File: src/hdl/ierb_pkg.sv
package ierb_pkg;

  // ---------------------------------------------------------------
  // Register map (byte addresses, one 32-bit word per register)
  // ---------------------------------------------------------------
  localparam logic [11:0] OFF_IEC_0 = 12'h000;
  localparam logic [11:0] OFF_IEC_1 = 12'h004;
  localparam logic [11:0] OFF_IEC_2 = 12'h008;
  localparam logic [11:0] OFF_IEC_3 = 12'h00C;
  localparam logic [11:0] OFF_IEC_4 = 12'h010;
  localparam logic [11:0] OFF_VARIANT = 12'h014;
  localparam int          NUM_REGS = 5;

  // ---------------------------------------------------------------
  // Writable masks (unimplemented bits stay zero)
  // ---------------------------------------------------------------
  localparam logic [15:0] MASK_IEC_0 = 16'h0007;
  localparam logic [15:0] MASK_IEC_1 = 16'hFFDF;
  localparam logic [15:0] MASK_IEC_2 = 16'h601F;
  localparam logic [15:0] MASK_IEC_3 = 16'h7800;
  localparam logic [15:0] MASK_IEC_4 = 16'hC07E;
  localparam logic [15:0] RESET_IEC = 16'h0000;

  // Bits gated by optional modules
  localparam logic [15:0] CAN_BITS_2 = 16'h000C;
  localparam logic [15:0] CAN_BITS_4 = 16'h0040;
  localparam logic [15:0] DAC_BITS_4 = 16'hC000;

  // Variant register field positions
  localparam int VAR_CAN_POS = 0;
  localparam int VAR_DAC_POS = 1;
  localparam logic [1:0] RESET_VARIANT = 2'h3;

  // Carrier for the full enable vector
  typedef struct packed {
    logic [15:0] r4;
    logic [15:0] r3;
    logic [15:0] r2;
    logic [15:0] r1;
    logic [15:0] r0;
  } ierb_vec_t;

  // APB request bundle
  typedef struct packed {
    logic        psel;
    logic        penable;
    logic        pwrite;
    logic [11:0] paddr;
    logic [31:0] pwdata;
  } ierb_apb_req_t;

endpackage : ierb_pkg

File: src/hdl/ierb_gate.sv
`timescale 1ns/1ps
`default_nettype none
// ---------------------------------------------------------------
// Registered request gate: pending AND enable
// ---------------------------------------------------------------
module ierb_gate
  import ierb_pkg::*;
(
  input  wire logic      ref_clk,
  input  wire logic      rst,
  input  wire ierb_vec_t pend,
  input  wire ierb_vec_t en,
  output var  ierb_vec_t req
);
  // Registered so the top output leaves a flip-flop
  always_ff @(posedge ref_clk)
  begin
    if (rst)
    begin
      req <= '0;
    end
    else
    begin
      req <= pend & en;
    end
  end
endmodule : ierb_gate
`default_nettype wire

File: src/hdl/ierb_regs.sv
// Overview of operation
// - Set enable passes request, clear blocks it
// - Reg0 bits 2..0: compare1, capture1, ext0
// - Reg1 all 16 bits enable except bit 5, which is absent
// - Reg2 bits 14,13 and 4..0 only
// - CAN enables inert without CAN module
// - Reg3 bits 14..11 only implemented
// - Reg4 bits 15,14 and 6..1 only
// - Unimplemented bits ignore writes, read zero
// - Audio DAC enables inert without DAC
//
// The address map and register access over APB were chosen for this implementation.
`timescale 1ns/1ps
`default_nettype none
module ierb_regs
  import ierb_pkg::*;
(
  input  wire logic        ref_clk,
  input  wire logic        rst,
  input  wire logic        psel,
  input  wire logic        penable,
  input  wire logic        pwrite,
  input  wire logic [11:0] paddr,
  input  wire logic [31:0] pwdata,
  input  wire logic [3:0]  pstrb,
  output logic [31:0]      prdata,
  output logic             pready,
  output logic             pslverr,
  input  wire ierb_vec_t   irq_pending,
  output var ierb_vec_t    irq_request
);
  import ierb_pkg::*;

  // ---------------------------------------------------------------
  // State
  // ---------------------------------------------------------------
  logic [15:0] en_reg [NUM_REGS];  // Enable storage
  logic [1:0]  variant;            // Bit0 CAN present, bit1 DAC present
  ierb_vec_t   en_eff;             // Enables after variant gating
  logic        wr_en;              // Access-phase write
  logic        rd_en;              // Access-phase read
  logic [15:0] next_data;          // Masked write data

  // Implemented-bit mask by register index
  function automatic logic [15:0] impl_mask(input int idx);
    case (idx)
      0:       impl_mask = MASK_IEC_0;
      1:       impl_mask = MASK_IEC_1;
      2:       impl_mask = MASK_IEC_2;
      3:       impl_mask = MASK_IEC_3;
      default: impl_mask = MASK_IEC_4;
    endcase
  endfunction : impl_mask

  // Address decode to index, -1 when not an enable register
  function automatic int addr_idx(input logic [11:0] a);
    case (a)
      OFF_IEC_0: addr_idx = 0;
      OFF_IEC_1: addr_idx = 1;
      OFF_IEC_2: addr_idx = 2;
      OFF_IEC_3: addr_idx = 3;
      OFF_IEC_4: addr_idx = 4;
      default:   addr_idx = -1;
    endcase
  endfunction : addr_idx

  assign wr_en     = psel && penable && pwrite;
  assign rd_en     = psel && penable && !pwrite;
  assign next_data = {pstrb[1] ? pwdata[15:8] : 8'h00, pstrb[0] ? pwdata[7:0] : 8'h00};

  // ---------------------------------------------------------------
  // Enable registers
  // ---------------------------------------------------------------
  // Byte strobes honoured; unwritten lanes keep their value
  always_ff @(posedge ref_clk)
  begin
    if (rst)
    begin
      for (int i = 0; i < NUM_REGS; i++)
        en_reg[i] <= RESET_IEC;
    end
    else if (wr_en && addr_idx(paddr) >= 0)
    begin
      for (int i = 0; i < NUM_REGS; i++)
        if (addr_idx(paddr) == i)
        begin
          // Strobed lanes replaced, others kept; absent bits dropped
          en_reg[i] <= impl_mask(i) &
            (({{8{pstrb[1]}}, {8{pstrb[0]}}} & next_data) |
             (~{{8{pstrb[1]}}, {8{pstrb[0]}}} & en_reg[i]));
        end
    end
  end

  // Variant straps held in a register; software may clear module presence
  always_ff @(posedge ref_clk)
  begin
    if (rst)
    begin
      variant <= RESET_VARIANT;
    end
    else if (wr_en && paddr == OFF_VARIANT && pstrb[0])
    begin
      variant <= pwdata[1:0];
    end
  end

  // ---------------------------------------------------------------
  // Variant gating of optional-module enables
  // ---------------------------------------------------------------
  always_comb
  begin
    en_eff.r0 = en_reg[0];
    en_eff.r1 = en_reg[1];
    en_eff.r3 = en_reg[3];
    // CAN enables have no effect when the module is absent
    en_eff.r2 = variant[VAR_CAN_POS] ? en_reg[2] : (en_reg[2] & ~CAN_BITS_2);
    en_eff.r4 = en_reg[4];
    if (!variant[VAR_CAN_POS])
      en_eff.r4 = en_eff.r4 & ~CAN_BITS_4;
    if (!variant[VAR_DAC_POS])
      en_eff.r4 = en_eff.r4 & ~DAC_BITS_4;
  end

  // Request gating in its own registered stage
  ierb_gate u_gate (
    .ref_clk (ref_clk),
    .rst     (rst),
    .pend    (irq_pending),
    .en      (en_eff),
    .req     (irq_request)
  );

  // ---------------------------------------------------------------
  // APB answer: no wait states, read data registered
  // ---------------------------------------------------------------
  always_ff @(posedge ref_clk)
  begin
    if (rst)
    begin
      pready  <= 1'b0;
      pslverr <= 1'b0;
      prdata  <= 32'h0000_0000;
    end
    else
    begin
      pready  <= psel && !penable;
      pslverr <= psel && !penable && addr_idx(paddr) < 0 && paddr != OFF_VARIANT;
      prdata  <= 32'h0000_0000;
      if (psel && !penable && !pwrite)
      begin
        if (paddr == OFF_VARIANT)
          prdata <= {30'h0, variant};
        else if (addr_idx(paddr) >= 0)
          prdata <= {16'h0000, en_reg[addr_idx(paddr)] & impl_mask(addr_idx(paddr))};
      end
    end
  end

  // ---------------------------------------------------------------
  // Checks
  // ---------------------------------------------------------------
  reset_clear_a: assert property (@(posedge ref_clk) rst |=> en_reg[1] == 16'h0000 && en_reg[4] == 16'h0000)
    else $error("enables not cleared by reset");
  gate_pass_a: assert property (@(posedge ref_clk) disable iff (rst)
    (irq_pending.r0[2] && en_eff.r0[2]) |=> irq_request.r0[2])
    else $error("enabled request blocked");
  gate_block_a: assert property (@(posedge ref_clk) disable iff (rst)
    !en_eff.r1[15] |=> !irq_request.r1[15])
    else $error("disabled request passed");
  reg0_mask_a: assert property (@(posedge ref_clk) disable iff (rst) (en_reg[0] & ~16'h0007) == 16'h0000)
    else $error("reg0 spare bit set");
  reg1_bit5_a: assert property (@(posedge ref_clk) disable iff (rst) !en_reg[1][5])
    else $error("reg1 bit 5 set");
  // High lane strobe alone qualifies; the bench only drives lanes 0 and 1
  reg1_hi_a: assert property (@(posedge ref_clk) disable iff (rst)
    (wr_en && paddr == OFF_IEC_1 && pstrb[1]) |=> en_reg[1][15:8] == $past(pwdata[15:8]))
    else $error("reg1 high byte write lost");
  reg2_mask_a: assert property (@(posedge ref_clk) disable iff (rst) en_reg[2][12:5] == 8'h00)
    else $error("reg2 spare bits set");
  reg3_mask_a: assert property (@(posedge ref_clk) disable iff (rst) en_reg[3][10:0] == 11'h000 && !en_reg[3][15])
    else $error("reg3 spare bits set");
  reg4_mask_a: assert property (@(posedge ref_clk) disable iff (rst) en_reg[4][13:7] == 7'h00 && !en_reg[4][0])
    else $error("reg4 spare bits set");
  read_zero_a: assert property (@(posedge ref_clk) disable iff (rst)
    (psel && !penable && !pwrite && paddr == OFF_IEC_2) |=> prdata[12:5] == 8'h00 && prdata[31:16] == 16'h0000)
    else $error("spare bits read nonzero");
  can_off_a: assert property (@(posedge ref_clk) disable iff (rst)
    !variant[VAR_CAN_POS] |=> !irq_request.r2[3] && !irq_request.r2[2] && !irq_request.r4[6])
    else $error("CAN request without module");
  dac_off_a: assert property (@(posedge ref_clk) disable iff (rst)
    !variant[VAR_DAC_POS] |=> irq_request.r4[15:14] == 2'b00)
    else $error("DAC request without module");
  wr_cov: cover property (@(posedge ref_clk) wr_en && paddr == OFF_IEC_1);
  rd_cov: cover property (@(posedge ref_clk) rd_en && pready && prdata != 32'h0);
  pass_cov: cover property (@(posedge ref_clk) irq_request.r0[0]);
  err_cov: cover property (@(posedge ref_clk) pslverr && pready);

endmodule : ierb_regs
`default_nettype wire

File: config.mk
export PLATFORM = sky130hd
export DESIGN_NAME = ierb_regs
export DESIGN_NICKNAME = d
export VERILOG_FILES = /design/src/hdl/ierb_pkg.sv /design/src/hdl/ierb_gate.sv /design/src/hdl/ierb_regs.sv
export SDC_FILE = /design/constraint.sdc
export NUM_CORES = 1
export LEC_CHECK = 0
export BUFFER_PORTS_ARGS = -buffer_cell sky130_fd_sc_hd__buf_2
export CAP_MARGIN = 20
export CORE_UTILIZATION = 40
export CTS_CLUSTER_DIAMETER = 40
export DETAILED_ROUTE_END_ITERATION = 10
export PLACE_DENSITY_LB_ADDON = 0.2
export SLEW_MARGIN = 20
export SYNTH_ARGS = -nofsm -noshare
export SYNTH_HDL_FRONTEND = slang
export SYNTH_SLANG_ARGS = --single-unit
File: constraint.sdc
create_clock -name ref_clk -period 4.04 [get_ports ref_clk]
set_clock_uncertainty 0.1 [all_clocks]
set_input_delay 0.606 -clock ref_clk [delete_from_list [all_inputs] [get_ports ref_clk]]
set_output_delay 0.606 -clock ref_clk [all_outputs]
set_load 0.05 [all_outputs]
; Word-level counts from Yosys, hierarchy flattened
; Memory sizes are Yosys's and may differ from the RTL's.
; Index checks and enable logic that the tools add are counted.
[totals]
mem_bits_rw = 80
wordCells = 136
mem_count = 1
reg_bits = 116
inputBits = 133
output_inout_bits = 114
[mem_list]
columns = memory, depth, width, read_ports, rd_ports_with_merged_regs, write_ports, line_no
row1 = en_reg, 5, 16, 6, 0, 5, ierb_regs.sv:37  ; logic [15:0] en_reg [NUM_REGS];
[classes]
reduce_logical = 17
eq_ne = 13
bitwise_logic = 26
n_mux = 65
order_cmp = 3
[ops]
columns = operator, count
row1 = $mux 16, 25
row2 = $mux 32, 10
row3 = $and 16x16->16, 12
row4 = $pmux 32 s5, 1
row5 = $eq 32x2->1 const B, 3
row6 = $and 80x80->80, 1
row7 = $or 16x16->16, 5
row8 = $eq 32x3->1 const B, 2
row9 = $ge 32x1->1 const B, 2
row10 = $logic_not 32->1, 2
row11 = $pmux 16 s4, 1
row12 = $eq 32x1->1 const B, 1
row13 = $eq 32x4->1 const B, 1
row14 = $lt 32x1->1 const B, 1
row15 = $eq 12x4->1 const B, 2
row16 = $eq 12x5->1 const B, 2
row17 = $mux 1, 22
row18 = $mux 8, 2
row19 = $not 16->16, 1
row20 = $eq 12x3->1 const B, 1
row21 = $logic_not 12->1, 1
row22 = $ne 12x5->1 const B, 1
row23 = $logic_and 1x1->1, 9
row24 = $mux 7, 1
row25 = 8 further kinds, 15

; Logic depth before layout (Yosys ltp)
[logic_depth]
depth_word = 19
mapped_depth = 7
mapped_depth_nobuf = 4

; Cells and area by module
; From an unflattened synthesis, not the netlist that was laid out.
[unflattened]
hier_cells = 437
area_unflattened_um2 = 5301.3
[by_module_without_submodules]
columns = mod, area_each_um2, cells_per_inst, instances, seq_area_each_um2
row1 = ierb_regs, 2859.0, 269, 1, 1511.4
row2 = ierb_gate, 2442.3, 168, 1, 1601.5

; Worst setup path before layout
; OpenSTA, ideal clock, no wires.
[synth_timing]
kind = in2reg
from = input paddr[11]
to = memory en_reg[2][0] (enable)
setup_time_ns = 0.381
cell_stages = 6
path_buffers = 2
arrival_time_ns = 2.816
path_slack_ns = 0.744
required_time_ns = 3.559
path_cell_list = or4_4 > or4_1 > buf_2 > or3_4 > buf_6 > o21ai_0
[synth_lines]
columns = item, line_no
row1 = start: declaration, ierb_regs.sv:23  ; input wire logic [11:0] paddr,
row2 = end: declaration, ierb_regs.sv:37

==> impl_metrics.csv <==
group,metric,value,unit
clock_network,cts_buffers,9,
clock_network,htree_num_levels,3,
clock_network,cts_resized,0,
clock_network,holdBufCountCts,0,
sta,clock.fmax,370,MHz
global_routing,grt_start_max_net_pins,38,
setup_path,slowest_delay,0.63,ns
global_routing,grt_use_total,18.3,%
status,status,"complete, no violations",
placed_design,hpwl,6680,µm
run,cap_violations,0,
floorplan,coreArea,9950,µm²
sta,period_share,67.0,%
clock_network,cts_setup_buffers,0,
cells_and_area,final_cells,653,
drt,ant_nets,0,
floorplan,die_y,104,µm
setup_path,cp_cell_sequence,"buf_2, or4_4, or4_1, or3_4, o21ai_0, buf_4",
clock_network,worstSkewPairLatency,0.36,ns
sta,hold_viol_final,0,
drt,drtIter0Drc,133,
clock_network,path_clk_slew,0.08,ns
clock_network,cts.sinks,94,
synth,synth_edf_count,37,
setup_path,critPathArrivalTime,2.67,ns
clock_network,clock_path_buffers,2,
synth,yosysWarnings,0,
synth,yosysUniqueCellTypes,42,
floorplan,die-area,10800,µm²
min_path,hold_start,"penable",
synth,avgSynthCellArea,10.6,µm²
clock_network,cts-root-buf,"clkbuf_8",
setup_path,end_kind,"flop",
drt,firstDrtPassIters,4,
sta,drv_slew,0,
global_routing,grt_pass1_vias,2978,
floorplan,io_pins,247,
drt,wl_per_cell,14.7,µm
synth,synth_seq_area_share,54.1,%
setup_path,crit-reg2reg-launch,"en_reg[2][2]",
cells_and_area,antennaDiodeCount,0,
sta,fin_tns_setup,0,ns
cells_and_area,area.growth.synth_to_final,17.1,%
setup_path,cp_slowest_cell,"or4_1",
synth,yosys.area.top_type_share,27.4,%
pwr,p_leak,0.00227,µW
min_path,hold_path.class,"in -> reg",
floorplan,rows,36,
floorplan,initial_core_util,41.8,%
drt,drt_wl_total,9630,µm
global_routing,overflow,0,
drt,routed_via_density,4.69,
synth,post-synth-top-area-cell,"dfxtp_1",
drt,route.detailed.drc,0,
synth,yosys-top-cells-area,"dfxtp_1 (27%), edfxtp_1 (27%), buf_4 (11%)",
placed_design,port_buffers,126,
floorplan,die_width,104,µm
cells_and_area,nNetsFinal,648,
synth,syn_area,4170,µm²
sta,post-route-min-period,2.70,ns
sta,slew_headroom,53.8,%
global_routing,antenna_found_initial,0,
synth,postSynthCellCount,393,
sta,grt_setup_unrepaired,"false",
setup_path,worst_setup_path_start_kind,"input port",
synth,ys_ff_latch,94,
cells_and_area,drive_gt1_share,32.9,%
placed_design,gpl.final_weighted_congestion,0.772,
drt,num_vias,3061,
pwr,ir_drop,0.139,mV
setup_path,path_delay_family,"simple AND/OR/NAND/NOR gates",
setup_path,critPathBufInv,2,
clock_network,tritoncts,"yes",
synth,synth_ff_type,"dfxtp_1",
global_routing,grt_pass1_wl,15500,µm
setup_path,criticalPathCategory,"in -> reg",
sta,worstMarginPinSlew,0.688,ns
placed_design,dp_cells,637,
pwr,power_density,396,nW/µm²
synth,ys_async_sr_fraction,0,%
sta,finalSetupViolCount,0,
setup_path,crit_fanout,7,
setup_path,startpoint,"paddr[11]",
setup_path,critical_path_required,4.01,ns
==> logic make-up (layout without fill, tap and decap cells) <==
logic type | Yosys count | count (layout) | share of synthesized area, %
other | 1 | 59 | 0.0900
muxes | 8 | 8 | 1.95
AOI/OAI and AO/OA | 60 | 60 | 10.1
DFF | 94 | 94 | 54.1
buffers and inverters | 81 | 150 | 13.2
and+or+nand+nor | 149 | 149 | 20.5
==> worst paths after layout <==
kind	to	slack (ns)	depth (start not counted)
worst max-delay path	en_reg[2][1]	1.34	6
worst max register to register	prdata[2]	2.65	4
worst min-delay path	pready	0.35	2
worst min register to register	prdata[0]	0.41	2
==> worst reg2reg max path, delay by kind of cell (launching register included) <==
family             cells  cell delay (ns)
and+or+nand+nor        2             0.18
AOI/OAI and AO/OA      2             0.56
DFF                    1             0.43
==> stage by stage <==
step | area (µm²) | utilization (%) | power (µW) | hold WS [ns] | worst slack (ns)
final | 4880 | 49.0 | 1930 | 0.354 | 1.34
after detailed placement | 4690 | 47.1 | 1330 | 0.385 | 0.979
after global placement | 4690 | 47.1 | 1330 | 0.384 | 0.983
after global routing | 4880 | 49.0 | 2010 | 0.359 | 1.27
after CTS | 4880 | 49.0 | 1950 | 0.342 | 1.37
after floorplan | 4380 | - | 1300 | 0.348 | 0.744
==> layer usage <==
layer / up-vias / routed length [µm] / part of all wire, % / track usage (%)
li1: 1491 / - / - / -
met1: 1412 / 4170 / 43 / 22.6
met2: 145 / 4490 / 47 / 30.1
met3: 13 / 806 / 8.4 / 4.76
met4: 0 / 165 / 1.7 / 7.65
met5: - / 0 / 0 / 0
==> power by group <==
group / switching (µW) / leakage [µW] / total [µW] / internal [µW]
combinational: 228 / 0.00133 / 289 / 61.0
clock: 322 / 0.0000940 / 623 / 301
sequential: 12.8 / 0.000845 / 1020 / 1010
total: 562 / 0.00227 / 1930 / 1370
==> synth_stat cells (4+ instances only) <==
cell type / number
clkbuf_1: 16
a21oi_1: 21
mux2i_1: 7
nor3_1: 4
and3_1: 37
nand2b_1: 34
dfxtp_1: 57
nand3_1: 7
edfxtp_1: 37
a21oi_2: 20
nor2_1: 16
nand2_1: 19
nor2b_1: 7
buf_4: 59
o21ai_0: 5
and2_1: 5
==> final cells by class <==
type	count	area [µm²]
Multi-Input combinational cell	276	1580
Clock inverter	4	46.3
Clock buffer	12	145
Inverter	1	3.75
Timing Repair Buffer	133	683
Fill cell	986	5080
Sequential cell	94	2250
Tap cell	133	166
==> placed cells by master (no fill, tap or decap), drive strengths merged, types with 4 or more instances in the layout <==
master	count
nor2	16
edfxtp	37
nor2b	7
and3	37
dfxtp	57
buf	133
nor3	4
nand3	7
a21oi	41
clkbuf	12
nand2b	34
and2	6
mux2i	7
o21ai	5
nand2	19
conb	59
(Power assumes the default switching activity.)
